==> config.mk <==
export PLATFORM = sky130hd
export DESIGN_NAME = sgc_ctrl
export DESIGN_NICKNAME = d
export VERILOG_FILES = /design/src/core/sgc_pkg.sv /design/src/core/sgc_step_div.sv /design/src/core/sgc_sar_core.sv /design/src/core/sgc_ctrl.sv
export SDC_FILE = /design/constraint.sdc
export NUM_CORES = 1
export LEC_CHECK = 0
export BUFFER_PORTS_ARGS = -buffer_cell sky130_fd_sc_hd__buf_2
export CAP_MARGIN = 20
export CORE_MARGIN = 4
export CORE_UTILIZATION = 30
export DETAILED_ROUTE_END_ITERATION = 8
export SLEW_MARGIN = 20
export SYNTH_ARGS = -nofsm -noshare
export SYNTH_HDL_FRONTEND = slang
export SYNTH_SLANG_ARGS = --single-unit
==> constraint.sdc <==
create_clock -name mclk -period 1.89 [get_ports mclk]
set_input_delay 0.189 -clock mclk [delete_from_list [all_inputs] [get_ports mclk]]
set_output_delay 0.189 -clock mclk [all_outputs]
set_load 0.005 [all_outputs]
==> src/core/sgc_pkg.sv <==
/*
  sgc_pkg: register offsets, field positions, reset values and timing
  counts for the converter pin-output and conversion control block.
  Assumes a single 200 MHz clock and a plain strobe register port.
*/
package sgc_pkg;

  localparam int unsigned ADDR_W   = 4;
  localparam int unsigned DATA_W   = 16;
  localparam int unsigned PIN_N    = 4;
  localparam int unsigned VALUE_W  = 10;
  localparam int unsigned INPUT_SELECT_W   = 3;

  // register offsets (word index on the register port)
  localparam logic [3:0] OFS_PIN_CTRL  = 4'h0; // analog_pin_output_control
  localparam logic [3:0] OFS_CONV_CTRL = 4'h1; // converter_control_reg
  localparam logic [3:0] OFS_RESULT    = 4'h2; // conversion_result_reg
  localparam logic [3:0] OFS_IRQ_STAT  = 4'h3; // sticky status, read only
  localparam logic [3:0] OFS_IRQ_ENA   = 4'h4; // interrupt enable
  localparam logic [3:0] OFS_IRQ_CLR   = 4'h5; // write one to clear

  // pin control field positions
  localparam int unsigned POS_LEVEL    = 0;   // levels 3..0
  localparam int unsigned POS_DRV_EN   = 4;   // driver enables 7..4
  localparam int unsigned POS_TIRQ_EN  = 8;
  localparam int unsigned POS_TDET     = 9;

  // converter control and result field positions
  localparam int unsigned POS_GO       = 15;
  localparam int unsigned POS_ACTIVE   = 15;
  localparam int unsigned POS_INPUT_SELECT     = 12;
  localparam int unsigned POS_VALUE    = 0;

  // interrupt status bits
  localparam int unsigned IRQ_DONE     = 0;
  localparam int unsigned IRQ_TOUCH    = 1;
  localparam int unsigned IRQ_N        = 2;

  localparam logic [15:0] PIN_CTRL_RST = 16'h0000;
  localparam logic [15:0] RESULT_RST   = 16'h0000;

  // conversion time: sample plus successive approximation steps
  localparam int unsigned CLK_MHZ      = 200;
  localparam int unsigned CONV_NS      = 6000;
  localparam int unsigned CONV_CYC     = (CONV_NS * CLK_MHZ + 999) / 1000;
  localparam int unsigned STEP_NS      = 500;
  localparam int unsigned STEP_CYC     = (STEP_NS * CLK_MHZ + 999) / 1000;

  typedef enum logic [1:0] {SGC_IDLE, SGC_RUN, SGC_DONE} sgc_state_t;

endpackage : sgc_pkg

==> src/core/sgc_step_div.sv <==
/*
  sgc_step_div: free divider giving a one-cycle enable every DIV cycles
  while run is high; restarts when run drops. Assumes one clock.
*/
`timescale 1ns/1ps
module sgc_step_div
  import sgc_pkg::*;
#(
  parameter int unsigned DIV = STEP_CYC
)
(
  input  wire logic mclk,
  input  wire logic sys_rst,
  input  wire logic run,
  output logic      stepPulse
);

  // refuse a divide that the 16-bit counter cannot serve
  if (DIV < 2 || DIV > 65535)
  begin : g_bad_div
    $error("sgc_step_div: DIV out of range");
  end

  logic [15:0] cnt_reg;
  wire         wrap = (cnt_reg == 16'(DIV - 1));

  // counter holds at zero outside a conversion to save toggling
  always_ff @(posedge mclk)
  begin
    if (sys_rst || !run)
      cnt_reg <= 16'h0000;
    else if (wrap)
      cnt_reg <= 16'h0000;
    else
      cnt_reg <= cnt_reg + 16'h0001;
  end

  assign stepPulse = run && wrap;

endmodule : sgc_step_div

==> src/core/sgc_sar_core.sv <==
/*
  sgc_sar_core: successive-approximation search, one bit per step pulse,
  MSB first. Assumes the comparator input is synchronous to mclk.
*/
`timescale 1ns/1ps
module sgc_sar_core
  import sgc_pkg::*;
#(
  parameter int unsigned WIDTH = VALUE_W
)
(
  input  wire logic             mclk,
  input  wire logic             sys_rst,
  input  wire logic             start,
  input  wire logic             step,
  input  wire logic             cmpAbove,
  output logic [WIDTH-1:0]      trial,
  output logic                  finished
);

  // refuse widths the result word cannot carry
  if (WIDTH < 2 || WIDTH > 16)
  begin : g_bad_width
    $error("sgc_sar_core: WIDTH out of range");
  end

  logic [WIDTH-1:0] bit_reg;
  logic [WIDTH-1:0] trial_reg;

  // keep the tried bit when the input is above the trial level
  always_ff @(posedge mclk)
  begin
    if (sys_rst)
    begin
      bit_reg   <= '0;
      trial_reg <= '0;
    end
    else if (start)
    begin
      bit_reg   <= {1'b1, {(WIDTH-1){1'b0}}};
      trial_reg <= {1'b1, {(WIDTH-1){1'b0}}};
    end
    else if (step && bit_reg != '0)
    begin
      bit_reg   <= bit_reg >> 1;
      trial_reg <= (cmpAbove ? trial_reg : (trial_reg & ~bit_reg))
                   | (bit_reg >> 1);
    end
  end

  assign trial    = trial_reg;
  assign finished = step && bit_reg == {{(WIDTH-1){1'b0}}, 1'b1};

endmodule : sgc_sar_core

==> src/core/sgc_ctrl.sv <==
/*
  sgc_ctrl: analog pin output control, touch detect interrupt routing
  and single conversion handshake of the converter.
  Assumes a strobe register port synchronous to mclk, read data one
  cycle after the read strobe, and a comparator input from the analog
  macro that is synchronous to mclk.
*/
//
// What this block does
// RULE1: driver enable bits 7..4 turn each pin driver on; off keeps analog.
// RULE2: level bits 3..0 drive each pin high or low while it outputs.
// RULE3: status bit 9 reads one while touch is detected.
// RULE4: bit 8 routes the touch detect onto the converter interrupt.
// RULE5: touch interrupt term is high only when detect and enable both one.
// RULE6: software sets go and writes the input number to start.
// RULE7: busy flag reads one while a conversion is under way.
// RULE8: at the end both go and busy return to zero.
// RULE9: afterwards the converter idles in standby until the next go.
// RULE10: after busy falls result holds converted input and value.
// RULE11: software should read back busy before waiting on completion.
// RULE12: software should keep the converter clock at or below 2MHz.
`timescale 1ns/1ps
module sgc_ctrl
  import sgc_pkg::*;
#(
  parameter int unsigned STEP_DIV = STEP_CYC
)
(
  input  wire logic                mclk,
  input  wire logic                sys_rst,
  input  wire logic [ADDR_W-1:0]   regAddr,
  input  wire logic [DATA_W-1:0]   regWdata,
  input  wire logic                regWrite,
  input  wire logic                regRead,
  output logic      [DATA_W-1:0]   regRdata,
  input  wire logic                touchDetectIn,
  input  wire logic                cmpAbove,
  output logic      [PIN_N-1:0]    pinOut,
  output logic      [PIN_N-1:0]    pinOe,
  output logic      [INPUT_SELECT_W-1:0]   muxSelect,
  output logic                     sampleEnable,
  output logic                     converterStandby,
  output logic                     irqOut
);

  // a divide below two would give a step on every cycle
  if (STEP_DIV < 2)
  begin : g_bad_div
    $error("sgc_ctrl: STEP_DIV too small");
  end

  // ---------------------------------------------------------------
  // state
  logic [7:0]          pinCfg_reg;      // enables 7..4, levels 3..0
  logic                touchEn_reg;
  logic                touchDet_reg;
  logic                go_reg;
  logic                active_reg;
  logic [INPUT_SELECT_W-1:0]   input_select_reg;
  logic [VALUE_W-1:0]  value_reg;
  logic [IRQ_N-1:0]    irqStat_reg;
  logic [IRQ_N-1:0]    irqEna_reg;
  logic [DATA_W-1:0]   rdata_reg;
  logic [PIN_N-1:0]    pinOut_reg;
  logic [PIN_N-1:0]    pinOe_reg;
  logic                irq_reg;
  logic                samp_reg;
  logic                standby_reg;
  sgc_state_t          state_reg;
  sgc_state_t          state_next;

  // ---------------------------------------------------------------
  // address decode
  wire wrPin   = regWrite && regAddr == OFS_PIN_CTRL;
  wire wrConv  = regWrite && regAddr == OFS_CONV_CTRL;
  wire wrRes   = regWrite && regAddr == OFS_RESULT;
  wire wrIrqEn = regWrite && regAddr == OFS_IRQ_ENA;
  wire wrIrqCl = regWrite && regAddr == OFS_IRQ_CLR;

  // a start needs the go bit; a go while busy is ignored
  wire startReq = wrConv && regWdata[POS_GO] && state_reg == SGC_IDLE;

  // ---------------------------------------------------------------
  // search engine
  wire                 stepPulse;
  wire                 convFinished;
  wire [VALUE_W-1:0]   trialValue;

  sgc_step_div #(
    .DIV       (STEP_DIV)
  ) u_div (
    .mclk      (mclk),
    .sys_rst   (sys_rst),
    .run       (state_reg == SGC_RUN),
    .stepPulse (stepPulse)
  );

  sgc_sar_core #(
    .WIDTH     (VALUE_W)
  ) u_sar (
    .mclk      (mclk),
    .sys_rst   (sys_rst),
    .start     (startReq),
    .step      (stepPulse),
    .cmpAbove  (cmpAbove),
    .trial     (trialValue),
    .finished  (convFinished)
  );

  // ---------------------------------------------------------------
  // conversion sequence
  always_comb
  begin
    state_next = state_reg;
    unique case (state_reg)
      SGC_IDLE: if (startReq) state_next = SGC_RUN;        // see RULE7
      SGC_RUN:  if (convFinished) state_next = SGC_DONE;
      SGC_DONE: state_next = SGC_IDLE;                     // see RULE9
    endcase
  end

  always_ff @(posedge mclk)
  begin
    if (sys_rst)
      state_reg <= SGC_IDLE;
    else
      state_reg <= state_next;
  end

  // go and busy rise together and fall together at completion
  always_ff @(posedge mclk)
  begin
    if (sys_rst)
    begin
      go_reg     <= 1'b0;
      active_reg <= 1'b0;
    end
    else if (startReq)
    begin
      go_reg     <= 1'b1;                                  // see RULE7
      active_reg <= 1'b1;                                  // see RULE7
    end
    else if (state_reg == SGC_RUN && convFinished)
    begin
      go_reg     <= 1'b0;                                  // see RULE8
      active_reg <= 1'b0;                                  // see RULE8
    end
  end

  // channel is written by software; frozen while busy so it stays valid
  always_ff @(posedge mclk)
  begin
    if (sys_rst)
      input_select_reg <= '0;
    else if (wrRes && !active_reg)
      input_select_reg <= regWdata[POS_INPUT_SELECT +: INPUT_SELECT_W];
  end

  // the value lands in the same edge that busy falls
  always_ff @(posedge mclk)
  begin
    if (sys_rst)
      value_reg <= '0;
    else if (state_reg == SGC_RUN && convFinished)
      value_reg <= {trialValue[VALUE_W-1:1], cmpAbove};   // see RULE10
  end

  // ---------------------------------------------------------------
  // pin and touch control
  always_ff @(posedge mclk)
  begin
    if (sys_rst)
    begin
      pinCfg_reg  <= PIN_CTRL_RST[7:0];
      touchEn_reg <= PIN_CTRL_RST[POS_TIRQ_EN];
    end
    else if (wrPin)
    begin
      pinCfg_reg  <= regWdata[7:0];
      touchEn_reg <= regWdata[POS_TIRQ_EN];
    end
  end

  // detect mirrors the pen comparator; it is a level, not latched
  always_ff @(posedge mclk)
  begin
    if (sys_rst)
      touchDet_reg <= 1'b0;
    else
      touchDet_reg <= touchDetectIn;                       // see RULE3
  end

  // low level pins stay enabled: the driver grounds them
  always_ff @(posedge mclk)
  begin
    if (sys_rst)
    begin
      pinOe_reg  <= '0;
      pinOut_reg <= '0;
    end
    else
    begin
      pinOe_reg  <= pinCfg_reg[POS_DRV_EN +: PIN_N];      // see RULE1
      pinOut_reg <= pinCfg_reg[POS_LEVEL +: PIN_N]
                    & pinCfg_reg[POS_DRV_EN +: PIN_N];    // see RULE2
    end
  end

  // ---------------------------------------------------------------
  // interrupts: set wins over a clear in the same cycle
  wire [IRQ_N-1:0] irqSet;
  assign irqSet[IRQ_DONE]  = state_reg == SGC_RUN && convFinished;
  assign irqSet[IRQ_TOUCH] = touchDet_reg && touchEn_reg;  // see RULE5

  wire [IRQ_N-1:0] irqClr = wrIrqCl ? regWdata[IRQ_N-1:0] : '0;

  always_ff @(posedge mclk)
  begin
    if (sys_rst)
    begin
      irqStat_reg <= '0;
      irqEna_reg  <= '0;
    end
    else
    begin
      irqStat_reg <= (irqStat_reg & ~irqClr) | irqSet;
      if (wrIrqEn)
        irqEna_reg <= regWdata[IRQ_N-1:0];
    end
  end

  // touch term routed straight, not through the sticky path
  wire touchIrq = touchDet_reg && touchEn_reg;             // see RULE4
  wire irqNext  = |(irqStat_reg & irqEna_reg) | touchIrq;

  always_ff @(posedge mclk)
  begin
    if (sys_rst)
      irq_reg <= 1'b0;
    else
      irq_reg <= irqNext;
  end

  // ---------------------------------------------------------------
  // read mux
  wire [DATA_W-1:0] pinWord =
    DATA_W'({touchDet_reg, touchEn_reg, pinCfg_reg});
  wire [DATA_W-1:0] convWord = DATA_W'({go_reg, 15'h0000});
  wire [DATA_W-1:0] resWord  =
    {active_reg, input_select_reg, 2'h0, value_reg};
  wire [DATA_W-1:0] rdSel =
    (regAddr == OFS_PIN_CTRL)  ? pinWord :
    (regAddr == OFS_CONV_CTRL) ? convWord :
    (regAddr == OFS_RESULT)    ? resWord :
    (regAddr == OFS_IRQ_STAT)  ? DATA_W'(irqStat_reg) :
    (regAddr == OFS_IRQ_ENA)   ? DATA_W'(irqEna_reg) :
                                 16'h0000;

  // data stands for exactly one cycle after the read strobe
  always_ff @(posedge mclk)
  begin
    if (sys_rst || !regRead)
      rdata_reg <= 16'h0000;
    else
      rdata_reg <= rdSel;
  end

  // standby has its own flop so the output carries no inverter glitch
  always_ff @(posedge mclk)
  begin
    if (sys_rst)
    begin
      samp_reg    <= 1'b0;
      standby_reg <= 1'b1;
    end
    else
    begin
      samp_reg    <= state_next == SGC_RUN;
      standby_reg <= state_next != SGC_RUN;                // see RULE9
    end
  end

  assign regRdata         = rdata_reg;
  assign pinOut           = pinOut_reg;
  assign pinOe            = pinOe_reg;
  assign muxSelect        = input_select_reg;
  assign sampleEnable     = samp_reg;
  assign converterStandby = standby_reg;                   // see RULE9
  assign irqOut           = irq_reg;

  // ---------------------------------------------------------------
  // assertions
  a_drive_enable: assert property (                      // see RULE1
    @(posedge mclk) disable iff (sys_rst)
    wrPin |=> ##1 pinOe == $past(regWdata[7:4], 2))
    else $error("driver enable does not follow pin control");
  a_pin_level: assert property (                         // see RULE2
    @(posedge mclk) disable iff (sys_rst)
    wrPin |=> ##1 pinOut == ($past(regWdata[3:0], 2)
      & $past(regWdata[7:4], 2)))
    else $error("pin level does not follow pin control");
  a_pin_quiet: assert property (                         // see RULE2
    @(posedge mclk) disable iff (sys_rst)
    (pinOut & ~pinOe) == '0)
    else $error("level shown on a pin that is not driven");
  a_touch_status: assert property (                      // see RULE3
    @(posedge mclk) disable iff (sys_rst)
    touchDet_reg == $past(touchDetectIn))
    else $error("touch status lost");
  a_touch_route: assert property (                       // see RULE4
    @(posedge mclk) disable iff (sys_rst)
    touchDet_reg && touchEn_reg |=> irqOut)
    else $error("enabled touch not on interrupt");
  a_touch_gate: assert property (                        // see RULE5
    @(posedge mclk) disable iff (sys_rst)
    !touchEn_reg && irqEna_reg == '0 |=> !irqOut)
    else $error("interrupt without enable");
  a_busy_start: assert property (                        // see RULE7
    @(posedge mclk) disable iff (sys_rst)
    startReq |=> active_reg && go_reg)
    else $error("busy not set at start");
  a_busy_level: assert property (                        // see RULE7
    @(posedge mclk) disable iff (sys_rst)
    state_reg == SGC_RUN |-> active_reg && go_reg && sampleEnable)
    else $error("busy or sampling low during a conversion");
  a_busy_end: assert property (                          // see RULE8
    @(posedge mclk) disable iff (sys_rst)
    $fell(active_reg) |-> !go_reg && state_reg == SGC_DONE)
    else $error("go and busy not cleared together");
  a_standby: assert property (                           // see RULE9
    @(posedge mclk) disable iff (sys_rst)
    state_reg == SGC_DONE |=> converterStandby
      ##1 (converterStandby || $past(startReq)))
    else $error("converter not in standby after end");
  a_result_hold: assert property (                       // see RULE10
    @(posedge mclk) disable iff (sys_rst)
    !active_reg && !startReq && !wrRes |=> $stable(resWord))
    else $error("result changed while idle");
  a_input_select_hold: assert property (                         // see RULE10
    @(posedge mclk) disable iff (sys_rst)
    active_reg |=> $stable(muxSelect))
    else $error("input select moved during a conversion");

  c_conversion: cover property (@(posedge mclk) disable iff (sys_rst)
    $rose(active_reg) ##[1:1000] $fell(active_reg));
  c_touch_irq: cover property (@(posedge mclk) disable iff (sys_rst)
    touchEn_reg && $rose(touchDet_reg));
  c_set_clear: cover property (@(posedge mclk) disable iff (sys_rst)
    wrIrqCl && |(irqClr & irqSet));
  c_pin_out: cover property (@(posedge mclk) disable iff (sys_rst)
    pinOe == 4'hf && pinOut == 4'h5);

endmodule : sgc_ctrl

== Yosys cells after proc, flatten, opt, wreduce, memory -nomap -nowiden ==
Cells that the tools add are included.
Word-level totals
  logic and storage cells: 89
  bits in registers: 93
  output and inout bits: 30
  input bits: 26
Operators by class
  equality and inequality tests: 11
  $add $sub $neg: 1
  reduce and logical (&&, ||, !) cells: 29
  mux-type cells: 16
  bitwise gates (word level): 9
Operators by type and width (count)
  10-bit 2-to-1 mux: 6
  16-bit 2-to-1 mux: 2
  16-bit by 1-bit adder with 16-bit output (second input constant): 1
  16-bit by 7-bit == test with 1-bit output (second input constant): 1
  1-bit logical AND: 13
  10-bit AND: 1
  10-bit by 1-bit == test with 1-bit output (second input constant): 1
  2-bit 2-to-1 mux: 5
  10-bit inverter: 1
  10-bit by 9-bit OR with 10-bit output: 1
  10-bit nonzero test: 1
  4-bit by 2-bit == test with 1-bit output (second input constant): 2
  4-bit by 3-bit == test with 1-bit output (second input constant): 2
  2-bit OR reduction: 4
  2-bit case mux with 3 select lines: 1
  5-bit OR reduction: 1
  2-bit AND: 2
  4-bit AND: 1
  2-bit by 1-bit == test with 1-bit output (second input constant): 2
  4-bit by 1-bit == test with 1-bit output (second input constant): 1
  4-bit zero test: 1
  2-bit nonzero test: 2
  1-bit zero test: 3
  3-bit OR reduction: 1
  8 further kinds: 10

== Depth between registers and ports, before layout ==
Gate-level depths: netlist of run 1.
  word-level depth: 7
  depth in mapped cells: 7
  mapped depth without buffers: 6

== Hierarchy ==
Synthesis of run 1 repeated with hierarchy kept, for this count alone.
Unflattened totals
  cell total of the unflattened synthesis: 391
  area total of the unflattened synthesis: 3636.0 µm²
Modules (own cells, without submodules)
  sgc_ctrl: cells each 226, area an instance 2115.8 µm², times used 1
  sgc_sar_core: cells each 82, area an instance 789.5 µm², times used 1
  sgc_step_div: cells each 83, area an instance 730.7 µm², times used 1

== Worst setup path before layout of run 1 ==
No wires, ideal clock.
  kind: register -> register
  from: register u_div.cnt_reg[0]
  to: register samp_reg, in the netlist sampleEnable
  path buffers: 0
  arrival time: 1.519 ns
  path slack: 0.251 ns
  stages on the path, launching flop included: 6
  clock period less this slack: 1.639 ns
  required time: 1.770 ns
  cells stage by stage: dfxtp_1 ha_1 and4bb_2 nand4_2 o2111a_1 or2_1
On the way
  longest elaborated chain between the ends: 6
Ends and longest elaborated chain
  start, declared: RTL line sgc_step_div.sv:24  | logic [15:0] cnt_reg;
  start signal, assigned: RTL line sgc_step_div.sv:35  | cnt_reg <= cnt_reg + 16'h0001;
  16-bit by 7-bit == test with 1-bit output: RTL line sgc_step_div.sv:25  | wire wrap = (cnt_reg == 16'(DIV - 1));
  1-bit logical AND: RTL line sgc_step_div.sv:38  | assign stepPulse = run && wrap;
  1-bit logical AND: RTL line sgc_sar_core.sv:52  | assign finished = step && bit_reg == {{(WIDTH-1){1'b0}}, 1'b1};
  2-bit 2-to-1 mux: RTL line sgc_ctrl.sv:117  | SGC_RUN: if (convFinished) state_next = SGC_DONE;
  2-bit case mux with 3 select lines: RTL line sgc_ctrl.sv:115  | unique case (state_reg)
  2-bit by 1-bit == test with 1-bit output: RTL line sgc_ctrl.sv:278  | samp_reg <= state_next == SGC_RUN;
  end signal, assigned: RTL line sgc_ctrl.sv:273  | samp_reg <= 1'b0;
  end signal, assigned: RTL line sgc_ctrl.sv:278
  end, declared: RTL line sgc_ctrl.sv:67  | logic samp_reg;
Every way passes these cells.
A chain may end at the register's enable or synchronous reset.

== Worst setup path in the final report of run 1 ==
  from: register state_reg[0]
  to: register u_sar.trial_reg[6], in the netlist u_sar.trial[6]
On the way
  longest elaborated chain between the ends: 3
Ends and longest elaborated chain
  start, declared: RTL line sgc_ctrl.sv:69  | sgc_state_t state_reg;
  start signal, assigned: RTL line sgc_ctrl.sv:127  | state_reg <= state_next;
  2-bit by 1-bit == test with 1-bit output / 2-bit zero test (equally long branches): RTL line sgc_ctrl.sv:94, sgc_ctrl.sv:81
  1-bit logical AND, on equally long branches: RTL line sgc_step_div.sv:38, sgc_ctrl.sv:81
  1-bit logical AND / 2-bit OR reduction (equally long branches)
  end signal, assigned: RTL line sgc_sar_core.sv:41  | trial_reg <= {1'b1, {(WIDTH-1){1'b0}}};
  end signal, assigned: RTL line sgc_sar_core.sv:46  | trial_reg <= (cmpAbove ? trial_reg : (trial_reg & ~bit_reg))
  end, declared: RTL line sgc_sar_core.sv:28  | logic [WIDTH-1:0] trial_reg;
Parallel ways exist; a longest one is shown, timed or not.

==> results of run 1 <==
-- worst paths after layout --
path                 startpoint        endpoint  slack (ps)  cells after the start
setup / recovery   state_reg[0]  u_sar.trial[6]         160                      6
hold / removal    touchDetectIn    touchDet_reg          70                      2
setup reg to reg   state_reg[0]  u_sar.trial[6]         160                      6
hold reg to reg   pinCfg_reg[7]   pinCfg_reg[7]         470                      2
-- power by group through the flow --
| stage | Sequential, mW | Combinational, mW | Clock [mW] |
|---|---|---|---|
| floorplan | 1.95 | 0.0713 | 0 |
| global placement | 1.95 | 0.115 | 0 |
| detailed placement | 1.95 | 0.117 | 0 |
| CTS | 1.91 | 0.117 | 1.85 |
| global route | 1.91 | 0.130 | 1.93 |
| finish | 1.91 | 0.117 | 1.81 |
-- routing by layer --
metal / vias up / routed length (um)
met5: - / 0
met4: 0 / 76
met3: 8 / 402
met2: 67 / 3750
met1: 1373 / 3670
li1: 1512 / -
-- cell families (layout without fill, tap and decap cells) --
logic type	after synthesis	after routing	share of synthesized area (%)
XOR/XNOR	15	15	3.60
adder cells (fa/ha/maj)	3	3	1.03
flip-flops	90	90	49.3
multiplexers	9	9	2.47
buffers and inverters	28	88	3.94
other	1	2	0.103
AO/OA/AOI/OAI	77	77	12.6
AND/OR/NAND/NOR	175	175	27.0
-- layout by cell type (no fill, tap or decap), drive strengths merged, types with 2 or more instances in the layout --
cell,count
conb,2
nor3,5
and2,8
xnor2,8
buf,66
o211ai,5
and4,4
nand2,40
o21ai,25
and3,2
inv,8
ha,3
nand4,11
a22o,7
dfxtp,90
xor2,7
nor4b,5
mux2i,9
nor3b,4
nor2,29
a21oi,36
nand3,33
nor2b,7
clkbuf,9
clkinv,3
nand2b,11
or3,4
nor4,8
-- cell type report --
type	instances	area (um2)	share of cell area, %
sequential	90	1800	40.6
multi-input combinational	281	1720	38.7
timing repair buffer	66	408	9.19
clock buffer	9	225	5.07
tap	147	184	4.14
clock inverter	7	77.6	1.75
inverter	6	22.5	0.507
-- timing repair --
action,4_1_cts,5_1_grt
endpoints found under the setup margin,0,1
gates resized for setup,0,1
hold endpoints to repair,0,0
-- critical path, stage by stage (launching register included) --
cell and delay, ps:
dfxtp_1 420, ha_1 240, nor4b_4 240, nand4_2 130
buf_4 220, o211ai_1 210, o21ai_0 130
-- metrics by stage --
step                      total power [mW]  hold WS, ps  setup slack (ps)  instances  util [%]
after floorplan                       2.02          317               251        399         -
after global placement                2.07          406               260        590      34.5
after detailed placement              2.07          418               119        590      34.5
after CTS                             3.87         58.3              98.7        606      37.0
after global routing                  3.97         93.1              17.1        606      37.1
final                                 3.83         67.7               157        606      37.1
==> results.yml, run 1 <==
run_status:
  status: "finished, final reports clean"
floorplan:
  initial_core_util_pct: 30.5
  core_area_um2: 12000
  ios: 56
  die_area_um2: 14000
  die_x_um: 118
  rows: 40
  die_height_um: 118
placement:
  post-dp-hpwl_um: 5710
  place_area_um2: 4130
  numPortBuffers: 50
  gp_congestion: 0.786
yosys:
  synth_area_um2: 3650
  synth-seq-cells: 90
  yosys.cell_count.top_type: "dfxtp_1"
  yosysWarnings: 0
  synth_area_leader_cell: "dfxtp_1"
  ys.flop_type: "dfxtp_1"
  syn_avg_cell_area_um2: 9.18
  synth.yosys.seq_area_share_pct: 49.3
  yosys-top-cells-count: "dfxtp_1 (90), nand2_1 (39), a21oi_1 (36)"
  synth_area_leaders: "dfxtp_1 (49%), a21oi_1 (4.9%), nand3_1 (4.5%)"
  synthArstFlopShare_pct: 0
  synth_edf_count: 0
  netlist.area_leader.share_pct: 49.3
  synthCells: 398
  synth_cell_types: 45
timing:
  drv_slew: 0
  finalHoldViolCount: 0
  min_period_ps: 1730
  slew_headroom_pct: 56.7
  finalSetupTns_ps: 0
  fin_skew_ps: 10.3
  period_share_pct: 91.7
  finalSetupViolations: 0
  clock.fmax_mhz: 577
  worstMarginPinSlew_ps: 645
  rsz0062_at_grt: "false"
global_route:
  grt_pass1_vias: 2885
  grt.busiest_layer: "met2"
  track_usage_pct: 11.5
  grt-ovfl-total: 0
  gr-usage-met1_pct: 14.1
  grt_use_met3_pct: 2.82
  grt_pass1_wl_um: 13600
  use_met2_pct: 19.7
  antenna_found_initial: 0
  grt_max_degree: 31
clock_tree:
  post_cts_buffers: 0
  cts_buffer_depth: 2
  cts_tree: "done"
  clockRootBuffer: "clkbuf_16"
  path_clk_slew_ps: 70
  h-tree-depth: 3
  cts_hold_buffers: 0
  clk_latency_ps: 340
  cts_buffers: 9
  clkSinkCount: 90
drt:
  dr.first_iter.drc_count: 96
  drc_errors: 0
  viasPerCell: 4.88
  drt-total-wl_um: 7900
  drt_first_pass_iters: 4
  ant_nets: 0
  route.vias.total: 2960
  wl_per_cell_um: 13.0
power:
  switching_share_pct: 22.1
  p_leak_nw: 1.68
  p_clk_share_pct: 47.1
  internal_power_mw: 2.98
  power.switching_mw: 0.848
  power_density_nw_per_um2: 864
  combinationalPowerShare_pct: 3.1
  ir_worst_vdd_v: 0.000463
  seqPwrFrac_pct: 49.8
finish:
  largest_reg_flops: 16
  design_area_um2: 4440
  layout.nets: 483
  syn_to_final_growth_pct: 21.5
  antennaDiodeCount: 0
  drive_gt1_share_pct: 20.7
  fillers: 1216
setup_path:
  worstSetupPathType: "flop to flop"
  endpoint_kind: "flop"
  critPathLaunchType: "flop"
  required_ps: 2090
  cp_max_fo: 13
  cp.arrival_ps: 1940
job:
  maxCapViolCount: 0
hold_path:
  hold_class: "input pin to flop"
Power figures use the tool's default switching activity.
==> run 2, diff against run 1 <==
- SYNTH_HIERARCHICAL: not set -> 1
==> results.yml, run 2 <==
run_status:
  status: "complete, but fails checks"
  failed_checks: "negative setup slack"
clock_tree:
  cts_hold_buffers: 0
  clk_latency_ps: 330
  clkSinkCount: 90
  clockRootBuffer: "clkbuf_16"
  cts_buffer_depth: 2
  path_clk_slew_ps: 70
  h-tree-depth: 3
  cts_buffers: 9
  cts_tree: "done"
drt:
  route.vias.total: 2991
  drt-total-wl_um: 8290
  viasPerCell: 4.92
  drt_first_pass_iters: 4
  dr.first_iter.drc_count: 212
  wl_per_cell_um: 13.6
  drc_errors: 0
  ant_nets: 0
global_route:
  antenna_found_initial: 0
  grt_pass1_wl_um: 13600
  grt-ovfl-total: 0
  grt_max_degree: 29
  track_usage_pct: 11.9
  grt_pass1_vias: 2873
finish:
  drive_gt1_share_pct: 27.3
  largest_reg_flops: 16
  syn_to_final_growth_pct: 26.2
  layout.nets: 489
  mostFrequentLayoutCells: "dfxtp_1 (87), buf_2 (50), a21oi_1 (44), nand2_1 (37), buf_4 (31)"
  antennaDiodeCount: 0
  final_common_cell: "dfxtp_1"
  final_util_pct: 39.3
  design_area_um2: 4540
yosys:
  synth_area_um2: 3600
  synthCells: 388
  yosysWarnings: 6
  syn_avg_cell_area_um2: 9.28
setup_path:
  cp_max_fo: 4
  endpoint_kind: "flop"
  cp.arrival_ps: 2150
  required_ps: 2100
  crit_buf_inv: 1
  critPathMaxStageDelay_ps: 350
  worstSetupPathType: "flop to flop"
  critPathLaunchType: "flop"
  crit_chain: "ha_4, and3_4, nand4_1, nor2_1, nor4b_2, and3_4, buf_6, nand2b_1, a21o_1, a21oi_2"
  crit_family: "simple AND/OR/NAND/NOR gates"
  cp_common_cell: "and3_4"
  cp_slowest_cell: "dfxtp_2"
power:
  combinationalPowerShare_pct: 3.5
  power_mw: 3.88
  ir_worst_vdd_v: 0.000397
  power_density_nw_per_um2: 853
  seqPwrFrac_pct: 49.2
  internal_power_mw: 3.06
  switching_share_pct: 21.2
  p_clk_share_pct: 47.2
  p_leak_nw: 1.68
  power.switching_mw: 0.821
timing:
  drv_slew: 0
  rsz0062_at_grt: "true"
  period_share_pct: 102
  clock.fmax_mhz: 516
  finalHoldViolCount: 0
  finalSetupViolations: 2
  layout_setup_ws_ps: -46.6
  slew_headroom_pct: 66.5
  worstMarginPinSlew_ps: 502
  fin_skew_ps: 8.36
  fin_hold_ws_ps: 68.3
  min_period_ps: 1940
floorplan:
  die_height_um: 118
  initial_core_util_pct: 31.1
  ios: 56
  core_area_um2: 11600
  die_area_um2: 13800
  rows: 39
  die_x_um: 118
placement:
  gp_congestion: 0.785
  numPortBuffers: 50
  place_area_um2: 4140
  post-dp-hpwl_um: 5850
job:
  maxCapViolCount: 0
hold_path:
  hold_class: "input pin to flop"
==> run 2: area by class of cell <==
cell class	instances	area, um2
Fill cell	1171	7020
Sequential cell	90	1810
Multi-Input combinational cell	267	1700
Timing Repair Buffer	83	514
Clock buffer	11	253
Tap cell	143	179
Clock inverter	5	61.3
Inverter	9	33.8
==> run 2: path summary, 6_finish.rpt <==
check	start	endpoint	slack, ps	cells past startpoint
setup / recovery	u_div/cnt_reg[1]	state_reg[0]	-50	10
hold / removal	touchDetectIn	touchDet_reg	70	2
setup reg to reg	u_div/cnt_reg[1]	state_reg[0]	-50	10
hold reg to reg	u_sar/trial[4]	value_reg[4]	450	2
==> run 2: worst register-to-register path: cells and delay by family, from the launching register on <==
family | cells | cell delay, ps
buffers and inverters | 1 | 110
flip-flops | 1 | 350
AO/OA/AOI/OAI | 2 | 200
adder cells (fa/ha/maj) | 1 | 140
AND/OR/NAND/NOR | 6 | 1000
==> run 2: per-stage QoR <==
| stage | std cells | setup TNS, ps | setup WS (ps) |
|---|---|---|---|
| after global placement | 587 | -81.5 | -66.8 |
| after floorplan | 389 | -1320 | -114 |
| after global routing | 608 | -1140 | -135 |
| after detailed placement | 587 | -139 | -79.9 |
| final | 608 | -53.6 | -46.6 |
| after CTS | 608 | -8.01 | -8.01 |
==> run 2: what timing repair did <==
item,4_1_cts,5_1_grt
endpoints found under the setup margin,5,41
pin swaps,2,5
gates resized for setup,4,7
setup buffers,4,1
cloned,1,0
==> run 2: per-layer routing <==
layer  routed length, um  global-route usage (%)
met4                 125                    4.62
met2                3970                    19.9
met3                 480                    3.75
met5                   0                       0
met1                3710                    14.4
==> run 2: power by group through the flow <==
stage / Clock (mW) / Combinational, mW / Sequential (mW)
2_1_floorplan: 0 / 0.0841 / 1.95
4_1_cts: 1.88 / 0.135 / 1.91
6_report: 1.83 / 0.137 / 1.91
3_5_place_dp: 0 / 0.134 / 1.95
5_1_grt: 1.97 / 0.148 / 1.91
3_3_place_gp: 0 / 0.132 / 1.95
